[src/verilog/sps_pkg.sv]
/*
 * Constants and types shared by the segment profile selector.
 * Assumes a single 250 MHz clock and the shared tables supplied as
 * flat vectors, entry 0 in the lowest bits.
 */
//
// Contract
// - Interrupt option judged at next trigger, once written.
// - Overlap 0 disables blending, 1 enables it.
// - Blended segment keeps speed; next plans from it.
// - Unblended segment stops at zero before next.
// - Blending only for multi-segment, single ignores it.
// - Blending forces dwell time to zero.
// - Blend hands over at the deceleration point.
// - Speed segments: overlap picks rpm or PPS.
// - Accel select picks ramp entry; jump ignores.
// - Decel select picks ramp entry; jump ignores.
// - Run speed select for position segments only.
// - Dwell select picks dwell entry; jump ignores.
// - 32-bit word: planning low, selections high.
// - Multi-segment completion starts the next segment.
package sps_pkg;

	// ---------------------------------------------------------------
	// Control word layout
	// ---------------------------------------------------------------
	localparam int WORD_W = 32;
	localparam int NIB_MODE = 0;
	localparam int NIB_TYPE = 4;
	localparam int NIB_INT = 8;
	localparam int NIB_OVL = 12;
	localparam int NIB_ACC = 16;
	localparam int NIB_DEC = 20;
	localparam int NIB_SPD = 24;
	localparam int NIB_DWL = 28;

	localparam logic [3:0] MODE_SINGLE = 4'h0;
	localparam logic [3:0] MODE_MULTI = 4'h1;
	localparam logic [3:0] MODE_SPEED = 4'h2;
	localparam logic [3:0] MODE_JUMP = 4'h3;
	localparam logic [3:0] OPT_ON = 4'h1;

	// ---------------------------------------------------------------
	// Table shapes
	// ---------------------------------------------------------------
	localparam int ENTRIES = 8;
	localparam int TIME_W = 16;
	localparam int SPEED_W = 32;

	// ---------------------------------------------------------------
	// Timing and reset values
	// ---------------------------------------------------------------
	localparam int CLK_PERIOD_PS = 4000;
	localparam int DWELL_UNIT_PS = 1000000000;
	localparam int DWELL_UNIT_CYCLES = DWELL_UNIT_PS / CLK_PERIOD_PS;
	localparam int TICK_W = 18;
	localparam logic [WORD_W-1:0] WORD_RST = 32'h00000000;
	localparam logic [TIME_W-1:0] TIME_RST = 16'h0000;
	localparam logic [SPEED_W-1:0] SPEED_RST = 32'h00000000;
	localparam logic [TICK_W-1:0] TICK_RST = 18'h00000;

	typedef enum logic [1:0] {
		ST_IDLE,
		ST_RUN,
		ST_DECEL,
		ST_DWELL
	} sps_state_type;

endpackage

[src/verilog/sps_segment_profile_select.sv]
/*
 * Segment profile selector: decodes a segment control word, picks the
 * ramp, speed and dwell entries and sequences blend, stop and dwell
 * between segments.
 * Assumes the trajectory loop on the same clock reports the
 * deceleration point and standstill, and that table inputs are stable.
 */
`timescale 1ns/1ps

module sps_segment_profile_select #(
	parameter int P_DWELL_UNIT_CYCLES = sps_pkg::DWELL_UNIT_CYCLES
) (
	input wire logic i_mclk,
	input wire logic i_reset_n,
	input wire logic [sps_pkg::WORD_W-1:0] i_segment_control_word,
	input wire logic i_word_written,
	input wire logic i_segment_trigger,
	input wire logic i_decel_point,
	input wire logic i_motion_stopped,
	input wire logic [sps_pkg::ENTRIES*sps_pkg::TIME_W-1:0] i_ramp_table,
	input wire logic [sps_pkg::ENTRIES*sps_pkg::SPEED_W-1:0] i_speed_table,
	input wire logic [sps_pkg::ENTRIES*sps_pkg::TIME_W-1:0] i_dwell_table,
	output logic [sps_pkg::TIME_W-1:0] o_accel_time,
	output logic [sps_pkg::TIME_W-1:0] o_decel_time,
	output logic [sps_pkg::SPEED_W-1:0] o_run_speed,
	output logic [sps_pkg::TIME_W-1:0] o_dwell_time,
	output logic o_speed_unit_pps,
	output logic o_blend_enabled,
	output logic o_stop_to_zero,
	output logic o_plan_next,
	output logic o_plan_from_present_speed,
	output logic o_interrupt_taken,
	output logic o_jump_taken,
	output logic o_busy
);
	import sps_pkg::*;

	// ---------------------------------------------------------------
	// State
	// ---------------------------------------------------------------
	typedef struct packed {
		sps_state_type state;
		logic [WORD_W-1:0] active_word;
		logic [WORD_W-1:0] pending_word;
		logic pending_valid;
		logic queued_trigger;
		logic [TIME_W-1:0] accel;
		logic [TIME_W-1:0] decel;
		logic [SPEED_W-1:0] speed;
		logic [TIME_W-1:0] dwell;
		logic unit_pps;
		logic blend;
		logic stop_zero;
		logic plan_next;
		logic from_speed;
		logic interrupt_taken;
		logic jump_taken;
		logic busy;
		logic [TIME_W-1:0] dwell_cnt;
		logic [TICK_W-1:0] tick_cnt;
	} sps_regs_type;

	localparam logic [TICK_W-1:0] TICK_LAST =
		TICK_W'(P_DWELL_UNIT_CYCLES - 1);

	sps_regs_type s_r;
	sps_regs_type s_nxt;

	// ---------------------------------------------------------------
	// Field helpers
	// ---------------------------------------------------------------
	function automatic logic [3:0] nib(input logic [WORD_W-1:0] w,
		input int pos);
		nib = w[pos +: 4];
	endfunction

	// Values 8..15 have no table entry, so they fall back to entry 0
	function automatic logic [2:0] sel_idx(input logic [3:0] n);
		sel_idx = n[3] ? 3'h0 : n[2:0];
	endfunction

	// Unknown mode codes are run as single-segment positioning
	function automatic logic [3:0] mode_of(input logic [WORD_W-1:0] w);
		logic [3:0] m;
		m = nib(w, NIB_MODE);
		mode_of = (m > MODE_JUMP) ? MODE_SINGLE : m;
	endfunction

	function automatic logic is_pos(input logic [3:0] m);
		is_pos = (m == MODE_SINGLE) || (m == MODE_MULTI);
	endfunction

	// ---------------------------------------------------------------
	// Next state
	// ---------------------------------------------------------------
	always_comb begin
		logic start;
		logic from_speed;
		logic finish;
		logic tick;
		logic [3:0] act_mode;
		logic [3:0] new_mode;
		logic [WORD_W-1:0] w;
		logic [2:0] acc_i;
		logic [2:0] dec_i;
		logic [2:0] spd_i;
		logic [2:0] dwl_i;
		logic new_blend;
		start = 1'b0;
		from_speed = 1'b0;
		finish = 1'b0;
		tick = 1'b0;
		w = s_r.pending_word;
		act_mode = mode_of(s_r.active_word);
		new_mode = mode_of(w);
		acc_i = sel_idx(nib(w, NIB_ACC));
		dec_i = sel_idx(nib(w, NIB_DEC));
		spd_i = sel_idx(nib(w, NIB_SPD));
		dwl_i = sel_idx(nib(w, NIB_DWL));
		// Blending needs a multi-segment word; single ignores overlap
		new_blend = (new_mode == MODE_MULTI) &&
			(nib(w, NIB_OVL) == OPT_ON);
		s_nxt = s_r;
		s_nxt.plan_next = 1'b0;
		s_nxt.interrupt_taken = 1'b0;
		s_nxt.jump_taken = 1'b0;

		// Dwell time base, only running while dwelling
		if (s_r.state == ST_DWELL) begin
			if (s_r.tick_cnt == TICK_LAST) begin
				s_nxt.tick_cnt = TICK_RST;
				tick = 1'b1;
			end else begin
				s_nxt.tick_cnt = s_r.tick_cnt + 1'b1;
			end
		end else begin
			s_nxt.tick_cnt = TICK_RST;
		end

		// -----------------------------------------------------------
		// Sequencing
		// -----------------------------------------------------------
		if (s_r.state != ST_IDLE && i_segment_trigger &&
			s_r.pending_valid) begin
			// The option is looked at only now, on a written word
			if (nib(w, NIB_INT) == OPT_ON) begin
				start = 1'b1;
				from_speed = (s_r.state == ST_RUN);
				s_nxt.interrupt_taken = 1'b1;
			end else if (act_mode == MODE_SPEED &&
				s_r.state == ST_RUN) begin
				// A speed segment runs until the next one starts
				start = 1'b1;
				from_speed = 1'b1;
			end else begin
				s_nxt.queued_trigger = 1'b1;
			end
		end
		// A queued trigger must not swallow a decel pulse of the same cycle
		if (!start) begin
			case (s_r.state)
				ST_IDLE: begin
					if (i_segment_trigger && s_r.pending_valid) begin
						start = 1'b1;
					end
				end
				ST_RUN: begin
					if (i_decel_point && is_pos(act_mode)) begin
						if (s_r.blend && s_r.pending_valid &&
							is_pos(new_mode)) begin
							// Hand over without slowing down
							start = 1'b1;
							from_speed = 1'b1;
						end else begin
							s_nxt.stop_zero = 1'b1;
							s_nxt.state = ST_DECEL;
						end
					end
				end
				ST_DECEL: begin
					if (i_motion_stopped) begin
						s_nxt.stop_zero = 1'b0;
						if (s_r.dwell == TIME_RST) begin
							finish = 1'b1;
						end else begin
							s_nxt.dwell_cnt = s_r.dwell;
							s_nxt.state = ST_DWELL;
						end
					end
				end
				ST_DWELL: begin
					if (tick) begin
						s_nxt.dwell_cnt = s_r.dwell_cnt - 1'b1;
						if (s_r.dwell_cnt == 16'h0001) begin
							finish = 1'b1;
						end
					end
				end
				default: begin
					s_nxt.state = ST_IDLE;
				end
			endcase
		end

		// A finished multi-segment chains on, else waits for a trigger
		if (finish) begin
			if (s_r.pending_valid &&
				(act_mode == MODE_MULTI || s_nxt.queued_trigger)) begin
				start = 1'b1;
			end else begin
				s_nxt.state = ST_IDLE;
			end
		end

		// -----------------------------------------------------------
		// Load the next segment
		// -----------------------------------------------------------
		if (start) begin
			s_nxt.pending_valid = 1'b0;
			s_nxt.queued_trigger = 1'b0;
			s_nxt.active_word = w;
			if (new_mode == MODE_JUMP) begin
				// Selections stay as they were for a jump
				s_nxt.jump_taken = 1'b1;
				if (finish) begin
					s_nxt.state = ST_IDLE;
				end
			end else begin
				s_nxt.state = ST_RUN;
				s_nxt.stop_zero = 1'b0;
				s_nxt.plan_next = 1'b1;
				s_nxt.from_speed = from_speed;
				s_nxt.accel = i_ramp_table[{acc_i, 4'h0} +: TIME_W];
				s_nxt.decel = i_ramp_table[{dec_i, 4'h0} +: TIME_W];
				if (is_pos(new_mode)) begin
					s_nxt.speed =
						i_speed_table[{spd_i, 5'h00} +: SPEED_W];
				end
				s_nxt.blend = new_blend;
				if (new_blend) begin
					s_nxt.dwell = TIME_RST;
				end else begin
					s_nxt.dwell =
						i_dwell_table[{dwl_i, 4'h0} +: TIME_W];
				end
				s_nxt.unit_pps = (new_mode == MODE_SPEED) &&
					(nib(w, NIB_OVL) == OPT_ON);
			end
		end

		// A fresh write wins over the consumption in the same cycle
		if (i_word_written) begin
			s_nxt.pending_word = i_segment_control_word;
			s_nxt.pending_valid = 1'b1;
		end
		s_nxt.busy = (s_nxt.state != ST_IDLE);
	end

	// ---------------------------------------------------------------
	// Registers
	// ---------------------------------------------------------------
	always_ff @(posedge i_mclk) begin
		if (!i_reset_n) begin
			s_r.state <= ST_IDLE;
			s_r.active_word <= WORD_RST;
			s_r.pending_word <= WORD_RST;
			s_r.pending_valid <= 1'b0;
			s_r.queued_trigger <= 1'b0;
			s_r.accel <= TIME_RST;
			s_r.decel <= TIME_RST;
			s_r.speed <= SPEED_RST;
			s_r.dwell <= TIME_RST;
			s_r.unit_pps <= 1'b0;
			s_r.blend <= 1'b0;
			s_r.stop_zero <= 1'b0;
			s_r.plan_next <= 1'b0;
			s_r.from_speed <= 1'b0;
			s_r.interrupt_taken <= 1'b0;
			s_r.jump_taken <= 1'b0;
			s_r.busy <= 1'b0;
			s_r.dwell_cnt <= TIME_RST;
			s_r.tick_cnt <= TICK_RST;
		end else begin
			s_r <= s_nxt;
		end
	end

	// ---------------------------------------------------------------
	// Outputs
	// ---------------------------------------------------------------
	assign o_accel_time = s_r.accel;
	assign o_decel_time = s_r.decel;
	assign o_run_speed = s_r.speed;
	assign o_dwell_time = s_r.dwell;
	assign o_speed_unit_pps = s_r.unit_pps;
	assign o_blend_enabled = s_r.blend;
	assign o_stop_to_zero = s_r.stop_zero;
	assign o_plan_next = s_r.plan_next;
	assign o_plan_from_present_speed = s_r.from_speed;
	assign o_interrupt_taken = s_r.interrupt_taken;
	assign o_jump_taken = s_r.jump_taken;
	assign o_busy = s_r.busy;

endmodule

[config.mk]
export PLATFORM = sky130hd
export DESIGN_NAME = sps_segment_profile_select
export DESIGN_NICKNAME = d
export VERILOG_FILES = /design/src/verilog/sps_pkg.sv /design/src/verilog/sps_segment_profile_select.sv
export SDC_FILE = /design/constraint.sdc
export NUM_CORES = 1
export LEC_CHECK = 0
export BUFFER_PORTS_ARGS = -buffer_cell sky130_fd_sc_hd__buf_2
export CAP_MARGIN = 40
export CORE_AREA = 2 2 247 249
export DETAILED_ROUTE_END_ITERATION = 8
export DIE_AREA = 0 0 249 251
export SKIP_LAST_GASP = 1
export SLEW_MARGIN = 20
export SYNTH_ARGS = -nofsm -noshare
export SYNTH_HDL_FRONTEND = slang
export SYNTH_SLANG_ARGS = --single-unit
[constraint.sdc]
create_clock -name i_mclk -period 2.4 [get_ports i_mclk]
set_input_delay 0.12 -clock i_mclk [delete_from_list [all_inputs] [get_ports i_mclk]]
set_output_delay 0.12 -clock i_mclk [all_outputs]
set_load 0.005 [all_outputs]
# --- Word-level counts from Yosys, hierarchy flattened ---
# Index checks and enable logic that the tools add are counted.
classes:
  n_addsub: 2
  magnitude_cmp: 2
  n_eq_ne: 15
  n_shift: 4
  muxes: 60
  bitwise_logic: 4
  n_reduce_logical: 28
ops:
  columns: ["cell", "count"]
  rows:
  - ["indexed part select 128 x 8 -> 16 bit", 3]
  - ["indexed part select 256 x 9 -> 32 bit", 1]
  - ["2-to-1 mux 87 bit", 1]
  - ["2-to-1 mux 85 bit", 1]
  - ["2-to-1 mux 16 bit", 4]
  - ["2-to-1 mux 34 bit", 1]
  - ["2-to-1 mux 1 bit", 32]
  - ["2-to-1 mux 32 bit", 1]
  - ["one-hot mux 16 bit (2 select lines)", 1]
  - ["adder 18 x 1 -> 18 bit, second input constant", 1]
  - ["== test 18 bit, second input constant", 1]
  - ["2-to-1 mux 2 bit", 9]
  - ["== test 16 x 1 -> 1 bit, second input constant", 1]
  - ["== test 4 x 1 -> 1 bit, second input constant", 4]
  - ["logical NOT 16 bit", 1]
  - ["subtractor 16 x 1 -> 16 bit, second input constant", 1]
  - ["== test 4 x 2 -> 1 bit, second input constant", 3]
  - ["2-to-1 mux 3 bit", 4]
  - ["logical AND 1 bit", 10]
  - ["> comparator 4 x 2 -> 1 bit, second input constant", 2]
  - ["logical NOT 4 bit", 2]
  - ["2-to-1 mux 4 bit", 2]
  - ["nonzero test 2 bit", 4]
  - ["one-hot mux 1 bit (2 select lines)", 3]
  - ["other kinds (13)", 22]
word_totals:
  regBits: 190

# --- Logic depth before layout (Yosys ltp) ---
# Gate-level depths: netlist (run 1).
logic_depth:
  ltp_word: 15
  depth_mapped: 12

# --- Worst setup path before layout (run 1) ---
# Ideal clock, no wire load.
synth_timing:
  path_kind: "flip-flop to flip-flop"
  start: "register s_r[5] (netlist bit)"
  end: "register s_r, in the netlist o_run_speed[22]"
  setup_ps: 119
  arrival_ps: 2391
  required_ps: 2281
  path_slack_ps: -109
  path_stages_with_launch: 9
  path_buffers: 2
  period_less_slack_ps: 2509
  cell_sequence: "dfxtp_1 -> or4b_1 -> or3_1 -> nor4_4 -> o211ai_1 -> and2_1 -> clkbuf_1 -> clkbuf_1 -> o221a_2"
synth_via:
  elab_chain_len: 8
synth_rtl:
  columns: ["item", "line_no", "text"]
  rows:
  - ["start, declared", "sps_segment_profile_select.sv:66", "sps_regs_type s_r;"]
  - ["start signal, assigned", "sps_segment_profile_select.sv:284", "s_r <= s_nxt;"]
  - ["== test 18 bit", "sps_segment_profile_select.sv:130", "if (s_r.tick_cnt == TICK_LAST) begin"]
  - ["2-to-1 mux 1 bit", "sps_segment_profile_select.sv:130", null]
  - ["2-to-1 mux 1 bit", "sps_segment_profile_select.sv:129", "if (s_r.state == ST_DWELL) begin"]
  - ["2-to-1 mux 1 bit", "sps_segment_profile_select.sv:192", "if (tick) begin"]
  - ["one-hot mux 1 bit (2 select lines)", "sps_segment_profile_select.sv:161", "case (s_r.state)"]
  - ["2-to-1 mux 1 bit", "sps_segment_profile_select.sv:160", "if (!start) begin"]
  - ["2-to-1 mux 1 bit", "sps_segment_profile_select.sv:206", "if (finish) begin"]
  - ["AND reduction 3 bit (no source line)", null, null]
# No other way between the ends.
# A chain may end at the register's enable or synchronous reset.

# --- Worst setup path after layout (run 1) ---
layout_timing:
  start: "register s_r[13] (netlist bit)"
  end: "register s_r, in the netlist o_accel_time[13]"
layout_via:
  elab_chain_len: 8
layout_rtl:
  columns: ["item", "line_no"]
  rows:
  - ["== test 18 bit", "sps_segment_profile_select.sv:130"]
  - ["2-to-1 mux 1 bit", "sps_segment_profile_select.sv:130"]
  - ["2-to-1 mux 1 bit", "sps_segment_profile_select.sv:129"]
  - ["2-to-1 mux 1 bit", "sps_segment_profile_select.sv:192"]
  - ["one-hot mux 1 bit (2 select lines)", "sps_segment_profile_select.sv:161"]
  - ["2-to-1 mux 1 bit", "sps_segment_profile_select.sv:160"]
  - ["2-to-1 mux 1 bit", "sps_segment_profile_select.sv:206"]
  - ["AND reduction 2 bit (no source line)", null]
# No other way between the ends.

==> results of run 1 <==
[critical path, stage by stage (launching register included)]
cell,delay (ns)
dfxtp_2,0.32
or4b_4,0.53
or3_4,0.42
nor4_4,0.18
buf_4,0.17
o2111ai_4,0.15
and2_4,0.22
buf_12,0.17
a211oi_1,0.23
[state kept, by name, indices dropped and copies added (netlist names)]
name and cells:
s_r 70, o_run_speed 32, o_stop_to_zero 1, o_plan_next 1, o_interrupt_taken 1, o_dwell_time 16
o_jump_taken 1, o_decel_time 16, o_plan_from_present_speed 1, o_busy 1, o_accel_time 16, o_speed_unit_pps 1
o_blend_enabled 1
[power groups by stage]
stage | Clock, W | Sequential [W] | Combinational, W
floorplan | 0 | 0.00289 | 0.00150
global placement | 0 | 0.00293 | 0.00255
detailed placement | 0 | 0.00293 | 0.00256
CTS | 0.00310 | 0.00287 | 0.00263
global route | 0.00318 | 0.00289 | 0.00290
finish | 0.00294 | 0.00287 | 0.00266
[path summary, 6_finish.rpt]
kind | startpoint | end | slack [ns] | cells after the start
min reg2reg | s_r[0]$_SDFF_PP0_ | s_r[0]$_SDFF_PP0_ | 0.45 | 1
max | s_r[13]$_SDFF_PP0_ | o_accel_time[13]$_SDFFE_PN0P_ | -0.08 | 8
min | i_motion_stopped | o_stop_to_zero$_SDFF_PN0_ | 0.07 | 4
max reg2reg | s_r[13]$_SDFF_PP0_ | o_accel_time[13]$_SDFFE_PN0P_ | -0.08 | 8
[routing by layer]
layer / up-vias / global-route usage
met1: 6631 / 0.2079
met4: 6 / 0.05680
met2: 637 / 0.3132
li1: 6590 / -
met3: 88 / 0.05426
met5: - / 0
[per-stage QoR]
stage / hold slack [ns] / setup slack, ns / instance area [sq um]
after floorplan: 0.2668 / -0.002427 / 12410
after global placement: 0.3539 / -0.08158 / 16330
after detailed placement: 0.3633 / -0.1313 / 16340
after CTS: 0.02813 / -0.08040 / 17350
after global routing: 0.08493 / -0.1580 / 17500
final: 0.07072 / -0.08275 / 17520
[repair_timing]
action / 4_1_cts / 5_1_grt
gates cloned: 1 / 1
hold buffers: 28 / 0
pin swaps: 9 / 2
buffers inserted: 3 / 1
endpoints found under the hold margin: 28 / 0
endpoints found under the setup margin: 84 / 102
resized for setup: 13 / 36
[cell type report]
class,instances,area (sq um)
Antenna cell,8,20.02
Sequential cell,158,3167
Clock inverter,15,201.4
Fill cell,6391,42280
Inverter,16,61.31
Multi-Input combinational cell,1022,8180
Clock buffer,17,425.4
Tap cell,782,978.4
Timing Repair Buffer,768,4482
[cell usage in the layout, fill, tap and decap left out, types with 8 or more instances in the layout]
master and count:
a221o_1 16, buf_2 632, o21ai_1 13, o221a_2 37
a2bb2oi_1 26, dlygate4sd3_1 28, diode_2 8, o31ai_2 13
mux4_2 64, nand2b_1 31, buf_12 14, dfxtp_1 155
nand4_1 49, nand3_1 13, o221ai_1 80, buf_4 89
o22a_1 20, nor2_1 104, inv_1 15, mux2i_1 120
nand2_1 95, o22ai_1 31, clkbuf_16 18, xor2_1 11
o31ai_1 10, o21ai_0 20, a21oi_1 147
[cell families (layout without fill, tap and decap cells)]
| kind of cell | Yosys count | after routing | share of synthesized area |
|---|---|---|---|
| AOI/OAI and AO/OA | 458 | 458 | 0.2679 |
| xor gates and xnor gates | 15 | 15 | 0.01059 |
| adders and majority gates | 7 | 7 | 0.007063 |
| buffers and inverters | 250 | 816 | 0.1018 |
| DFF | 158 | 158 | 0.2551 |
| muxes | 186 | 186 | 0.2149 |
| other | 0 | 8 | 0 |
| and+or+nand+nor | 356 | 356 | 0.1427 |
==> summary.md, run 1 <==
| Metric | Value |
|---|---|
| Die ar. | about 62000 sq um |
| Maximum vdd drop | around 560 uV |
| Worst Path Required | approximately 2.8 ns |
| Mean Syn Cell Area | 8.672 sq um |
| Async S/R FF share, synth | 0 |
| Most frequent cell after synthesis | dfxtp_1 |
| Worst min path class | input port to flip-flop |
| Max Clock Freq | 402.8 MHz |
| Setup-failing EPs final | 70 |
| Yosys Warn Count | 0 |
| Final #Nets | between 2000 and 3000 |
| M1 WL | around 23 mm |
| Crit path DAT | ~2.9 ns |
| DRC violations left | 0 |
| Starting Density | 0.2074 |
| First-pass GRT wire length | 85.08 mm |
| Post-synth EDFFs | 0 |
| Routed vias/inst | ~5.0 |
| Critical path peak fanout | 17 |
| Initial antenna violation count | 12 |
| Finished Layout Cells | between 2000 and 3000 |
| Util after Layout | 0.2929 |
| Grt total ovfl | 0 |
| Final antenna-violating net count | 0 |
| Sw frac | 0.3483 |
| Gate power share | 0.314 |
| Post-synth top cells | dfxtp_1, a21oi_1, clkbuf_1, mux2i_1, nor2_1 |
| Chip height | between 200 and 300 microns |
| Max Cap Violations | 0 |
| Clock root buffer master | clkbuf_16 |
| Worst Setup Start Kind | flip-flop |
| Slew headroom | 0.5024 |
| Ys flop type | dfxtp_1 |
| DP HPWL | roughly 46 mm |
| Worst setup EP type | flip-flop |
| Share of the synthesized area in the top cell type | 0.2551 |
| Clk_lat worst skew | around 0.48 ns |
| Port Buf Inserts | ~630 |
| Leakage | 7.504 nW |
| Drt total wl | about 58 mm |
| Area Overhead vs Synth | 41.25% |
| Sequential group share of total power | 0.339 |
| Violated checks | negative setup slack |
| Vias in the first global route | between 10000 and 15000 |
| Placed Cells | about 2700 |
| Core area | approximately 60000 sq um |
| RSZ-0062 raised after global routing | yes |
| Mapped Cells | between 1000 and 1500 |
| Worst-path clk slew | ~0.09 ns |
| Drt first pass iters | 5 |
| Final Max Tran Viols | 0 |
| Largest net degree at the start of global routing | 121 |
| CTS tree | yes |
| H-Tree Depth | 4 |
| Total GRT Usage | 0.1788 |
| Largest cells by area after synthesis | dfxtp_1, mux4_2, mux2i_1 |
| Netlist Area Pre-Place | 12400 sq um |
| Final Wtd Congestion | between 0.8 and 0.9 |
| Cell-internal power | around 0.0055 W |
| Fin. Hold Viols | 0 |
| Post-route total power | approximately 0.0085 W |
| Worst slew pin tran | approximately 0.75 ns |
| Status | finished, violations left |
| Via count | 13952 |
| Worst Setup Slack, final | -0.08275 ns |
| WL met3 | about 5.0 mm |
| Distinct cells, synth | a little over 60 |
| Highest Signal Layer | met5 |
| PwrDens | between 400 and 500 nW/um^2 |
| Clock buffer depth | 2 |
| Share of cells above drive strength 1 | 0.4644 |
| Seq/Total Area, Yosys | 0.2551 |
| Final Cycle Share | 1.034 |
| Cell taking the most area after synthesis | dfxtp_1 |
| Synth Register Bits | between 150 and 200 |
| Clock Power Share | 0.347 |
| Clock skew | between 0.015 and 0.02 ns |
| DR WL met2 | 28.73 mm |
| Fin crit period | 2.483 ns |
| Num CTS Buffers | 17 |
| CTS Sinks | around 160 |
| Critical path class | flip-flop to flip-flop |
| Fin Setup TNS | -3.452 ns |
| Standard-cell rows | 90 |
| P_sw | around 0.003 W |
| First DRT Iteration DRCs | approximately 970 |
| Die Width | roughly 250 microns |
| Mapped Nets | between 1500 and 2000 |
| DR WL/cell | between 20 and 25 microns |
| IO Pins | between 600 and 700 |
(Power assumes the default switching activity.)
==> inputs of run 2 (changes only) <==
--- a/config.mk
+++ b/config.mk
@@ -7,9 +7,9 @@
 export LEC_CHECK = 0
 export BUFFER_PORTS_ARGS = -buffer_cell sky130_fd_sc_hd__buf_2
 export CAP_MARGIN = 40
-export CORE_AREA = 2 2 247 249
+export CORE_AREA = 2 2 249 251
 export DETAILED_ROUTE_END_ITERATION = 8
-export DIE_AREA = 0 0 249 251
+export DIE_AREA = 0 0 251 253
 export SKIP_LAST_GASP = 1
 export SLEW_MARGIN = 20
 export SYNTH_ARGS = -nofsm -noshare
==> constraint.sdc (replaced) <==
create_clock -name i_mclk -period 2.5 [get_ports i_mclk]
set_input_delay 0.125 -clock i_mclk [delete_from_list [all_inputs] [get_ports i_mclk]]
set_output_delay 0.125 -clock i_mclk [all_outputs]
set_load 0.005 [all_outputs]
==> summary.md, run 2 (synthesized netlist as in run 1, its figures left out) <==
| Metric | Value |
|---|---|
| Final Wtd Congestion | approximately 0.92 |
| Critical path peak fanout | 29 |
| Clock root buffer master | clkbuf_16 |
| CP max stage cell | or4b_1 |
| Final Max Tran Viols | 0 |
| CTS Sinks | approximately 160 |
| DR WL/cell | about 20 microns |
| CP Cell Sequence | or4b_1, or3_4, nor4_4, buf_4, o2111ai_4, and2_4, buf_12, o31ai_1 |
| Initial antenna violation count | 16 |
| Largest register FFs | 70 |
| Num CTS Buffers | 17 |
| Area occupied by registers | 3167 sq um |
| DRC violations left | 0 |
| Total GRT Usage | 0.1730 |
| Most frequent cells in the layout | buf_2, dfxtp_1, a21oi_1 |
| Clock skew | roughly 0.013 ns |
| Die Width | 251 microns |
| Critical path class | flip-flop to flip-flop |
| Slew headroom | 0.4700 |
| Fin. Hold Viols | 0 |
| Max Cap Violations | 0 |
| Leakage | 7.563 nW |
| Reg with most FFs | s_r |
| Share of cells above drive strength 1 | 0.4613 |
| Final Cycle Share | 0.9846 |
| Max Clock Freq | just over 400 MHz |
| Area Overhead vs Synth | 41.68% |
| Worst Setup Slack, final | 0.03861 ns |
| H-Tree Depth | 4 |
| Fin crit period | about 2.5 ns |
| Final #Nets | 2561 |
| CTS tree | yes |
| Multi-input logic area | 8114 sq um |
| Via count | around 14000 |
| RSZ-0062 raised after global routing | yes |
| # fillers | 6591 |
| IO Pins | approximately 640 |
| Maximum vdd drop | 623.7 uV |
| DP HPWL | approximately 46 mm |
| Delay-heaviest family, CP | simple AND/OR/NAND/NOR gates |
| Grt total ovfl | 0 |
| Die ar. | around 64000 sq um |
| Reg2Reg Setup Slack | around 0.039 ns |
| Crit path DAT | ~2.9 ns |
| Chip height | roughly 250 microns |
| Clk_lat worst skew | ~0.48 ns |
| Drt first pass iters | 5 |
| Port Buf Inserts | roughly 630 |
| Core area | approximately 60000 sq um |
| Commonest non-fill, non-tap cell in the layout | buf_2 |
| Place WS | -0.1141 ns |
| Util after Layout | 0.2879 |
| First DRT Iteration DRCs | 1087 |
| Standard-cell rows | 91 |
| Worst Setup Start Kind | flip-flop |
| PwrDens | between 400 and 500 nW/um^2 |
| CP peak stage delay | between 0.5 and 0.6 ns |
| Starting Density | 0.2032 |
| First-pass GRT wire length | roughly 83 mm |
| Post-route total power | around 0.008 W |
| Clock buffer depth | 2 |
| CP Buf/Inv Count | 2 |
| Drt total wl | 57.05 mm |
| Final antenna-violating net count | 0 |
| Routed vias/inst | 4.945 |
| Worst min path class | input port to flip-flop |
| Setup-failing EPs final | 0 |
| Worst setup EP type | flip-flop |
| Largest net degree at the start of global routing | 66 |
| Worst slew pin tran | between 0.7 and 0.8 ns |
| Worst Path Required | roughly 2.9 ns |
| Vias in the first global route | 13716 |
| Status | complete, no violations |
| Fin Setup TNS | 0 ns |
| Worst-path clk slew | about 0.070 ns |
-- run 2: cell count changes in the layout (fill, tap and decap cells not counted), moves of 4 or more --
cell	delta
o31ai_2	-4
diode_2	+4
o31ai_1	+5
o21ai_1	-13
clkinv_8	-5
o21ai_0	+14
buf_4	+23
inv_8	-4
-- run 2: worst reg2reg max path, delay by kind of cell (launching register included) --
family / cells / cell delay (ns)
simple gates: 4 / 1.33
buf+inv: 2 / 0.33
flops: 1 / 0.30
compound gates: 2 / 0.42
-- run 2: path summary, 6_finish.rpt --
| path | from | end | cells after the start |
|---|---|---|---|
| hold / removal | i_motion_stopped | o_stop_to_zero$_SDFF_PN0_ | 4 |
| hold reg to reg | o_decel_time[1]$_SDFFE_PN0P_ | o_decel_time[1]$_SDFFE_PN0P_ | 2 |
| setup / recovery | s_r[4]$_SDFF_PP0_ | o_decel_time[3]$_SDFFE_PN0P_ | 8 |
| setup reg to reg | s_r[4]$_SDFF_PP0_ | o_decel_time[3]$_SDFFE_PN0P_ | 8 |
-- run 2: layout make-up --
type,count,area share
multi-input cells,1022,0.4618
repair buffers,789,0.2626
flip-flops and latches,158,0.1802
well taps,790,0.05626
clock buffers,20,0.02485
clock inverters,11,0.008973
inverters,16,0.003490
diodes,12,0.001709
-- run 2: routing by layer --
layer | global-route usage | wire (microns)
met5 | 0 | 51
met4 | 0.07891 | 1978
met3 | 0.05253 | 4637
met2 | 0.2909 | 27450
met1 | 0.2019 | 22940
-- run 2: per-stage QoR --
stage          instance area (sq um)  hold WS, ns  cells
4_1_cts                        17450      0.06253   2806
5_1_grt                        17560       0.1286   2816
6_report                       17570      0.09573   2818
3_5_place_dp                   16560       0.3671   2746
3_3_place_gp                   16530       0.3602   2745
2_1_floorplan                  12400       0.2718   1430
-- run 2: what timing repair did --
| item | CTS | global route |
|---|---|---|
| setup buffers | 1 | 0 |
| hold buffers | 28 | 0 |
| resized for setup | 3 | 18 |
| pin swaps | 2 | 5 |
| endpoints found under the setup margin | 64 | 80 |
| hold endpoints to repair | 28 | 0 |
-- run 2: power by group --
part / internal, W / switching, W / leakage, nW / total, W
Sequential: 0.00266 / 0.000103 / 1.29 / 0.00276
Clock: 0.00158 / 0.00119 / 0.282 / 0.00276
Combinational: 0.00127 / 0.00129 / 5.99 / 0.00255
Total: 0.00550 / 0.00258 / 7.56 / 0.00808
==> inputs of run 3 (changes only) <==
==> constraint.sdc (replaced) <==
create_clock -name i_mclk -period 2.25 [get_ports i_mclk]
set_input_delay 0.1125 -clock i_mclk [delete_from_list [all_inputs] [get_ports i_mclk]]
set_output_delay 0.1125 -clock i_mclk [all_outputs]
set_load 0.005 [all_outputs]
==> summary.md, run 3 (synthesized netlist as in run 1, its figures left out) <==
| Metric | Value |
|---|---|
| First DRT Iteration DRCs | ~1300 |
| Finished Layout Cells | 2847 |
| Clock root buffer master | clkbuf_16 |
| Most frequent cells in the layout | buf_2, dfxtp_1, a21oi_1 |
| Min-delay src | i_motion_stopped |
| Final Max Tran Viols | 0 |
| Reg with most FFs | s_r |
| Multi-input logic area | 8608 sq um |
| Share of cells above drive strength 1 | 0.4946 |
| Grt total ovfl | 0 |
| First-pass GRT wire length | roughly 88 mm |
| Commonest non-fill, non-tap cell in the layout | buf_2 |
| Status | finished, violations left |
| Starting Density | 0.2032 |
| Vias in the first global route | about 14000 |
| Reg-to-Reg Start | s_r[9]$_SDFF_PP0_ |
| Chip height | about 250 microns |
| Worst Setup Slack, final | -0.2553 ns |
| Placed standard-cell area | 16870 sq um |
| CTS tree | yes |
| Die Width | between 200 and 300 microns |
| Max Cap Violations | 0 |
| Area Overhead vs Synth | 49.17% |
| Clock skew | about 0.011 ns |
| Area occupied by registers | between 3000 and 4000 sq um |
| Final antenna-violating net count | 0 |
| Worst Path Required | between 2 and 3 ns |
| Core area | between 60000 and 70000 sq um |
| Violated checks | negative setup slack |
| Critical path peak fanout | 16 |
| CP peak stage delay | roughly 0.52 ns |
| Worst slew pin tran | between 0.8 and 0.9 ns |
| IO Pins | 638 |
| Final Wtd Congestion | a little under 1 |
| Drt total wl | approximately 64 mm |
| Die ar. | ~64000 sq um |
| Fin. Hold Viols | 0 |
| Setup-failing EPs final | about 100 |
| Worst min path class | input port to flip-flop |
| Num CTS Buffers | 17 |
| Slew headroom | 0.4397 |
| RSZ-0062 raised after global routing | yes |
| Fin Setup TNS | -18.03 ns |
| # fillers | approximately 6500 |
| Largest register FFs | 70 |
| PwrDens | roughly 500 nW/um^2 |
| DP HPWL | 50.16 mm |
| H-Tree Depth | 4 |
| Standard-cell rows | just over 90 |
| CP Cell Sequence | or4b_4, or3_4, nor4_4, buf_4, o2111ai_4, and2_4, clkbuf_16, o31ai_2 |
| Clock buffer depth | 2 |
| Final #Nets | around 2600 |
| CP max stage cell | or4b_4 |
| Placed Cells | about 2800 |
| Crit path DAT | around 2.9 ns |
| Critical path class | flip-flop to flip-flop |
| Total GRT Usage | 0.1877 |
| Fin crit period | roughly 2.5 ns |
| Final Cell Area | 18500 sq um |
| Worst hold slack | ~0.080 ns |
| Max Clock Freq | between 300 and 400 MHz |
| DRC violations left | 0 |
| Routed vias/inst | ~5.0 |
| Maximum vdd drop | about 640 uV |
| Worst-path clk slew | 0.07 ns |
| CTS Sinks | 158 |
| Final Cycle Share | 1.113 |
| Worst setup path startpoint | s_r[9]$_SDFF_PP0_ |
| Leakage | 8.014 nW |
| Worst setup EP type | flip-flop |
| Largest net degree at the start of global routing | between 80 and 90 |
| Worst Setup Start Kind | flip-flop |
| Port Buf Inserts | 633 |
| Initial antenna violation count | 29 |
| Clk_lat worst skew | approximately 0.48 ns |
| Via count | approximately 14000 |
| DR WL/cell | around 23 microns |
| Drt first pass iters | 6 |
run 3: path summary, 6_finish.rpt:
check | end | depth (start not counted) | slack, ns
worst max register to register | o_decel_time[3]$_SDFFE_PN0P_ | 8 | -0.26
worst min register to register | o_decel_time[7]$_SDFFE_PN0P_ | 2 | 0.46
worst max-delay path | o_decel_time[3]$_SDFFE_PN0P_ | 8 | -0.26
worst min-delay path | o_stop_to_zero$_SDFF_PN0_ | 4 | 0.08
run 3: final cells by class:
cell class | instances | area share
clock buffers | 18 | 0.02374
clock inverters | 14 | 0.007914
multi-input cells | 1022 | 0.4654
flip-flops and latches | 158 | 0.1713
well taps | 790 | 0.05344
repair buffers | 816 | 0.2732
inverters | 16 | 0.003247
diodes | 13 | 0.001759
run 3: where the power goes:
group / switching (W) / total [W] / leakage [nW] / internal, W
logic: 0.00160 / 0.00315 / 6.44 / 0.00155
clock network: 0.00146 / 0.00305 / 0.288 / 0.00159
registers: 0.000121 / 0.00307 / 1.29 / 0.00295
run 3: layer usage:
metal	up-vias	share of wire	GRT usage
li1	6687	-	-
met1	6888	0.39	0.2142
met2	636	0.49	0.3213
met3	138	0.060	0.04050
met4	14	0.057	0.1145
met5	-	0.0015	0
run 3: repair_timing:
action                     CTS  global route
resized for setup           37            74
pin swaps                   14            17
setup buffers                1             8
cloned                       0             8
hold buffers                29             0
hold endpoints to repair    35             0
setup endpoints to repair  100           110
run 3: critical path, delay by kind of cell (launching register included):
| family | cells | cell delay, ns |
|---|---|---|
| flip-flops | 1 | 0.32 |
| AND/OR/NAND/NOR | 4 | 1.35 |
| AO/OA/AOI/OAI | 2 | 0.37 |
| buffers and inverters | 2 | 0.39 |
run 3: metrics by stage:
stage	power, W	setup slack [ns]	util
after floorplan	0.004772	-0.1224	-
after global placement	0.005996	-0.2613	0.2762
after detailed placement	0.006005	-0.2910	0.2764
after CTS	0.009227	-0.2077	0.2932
after global routing	0.009718	-0.3580	0.3030
final	0.009272	-0.2553	0.3031
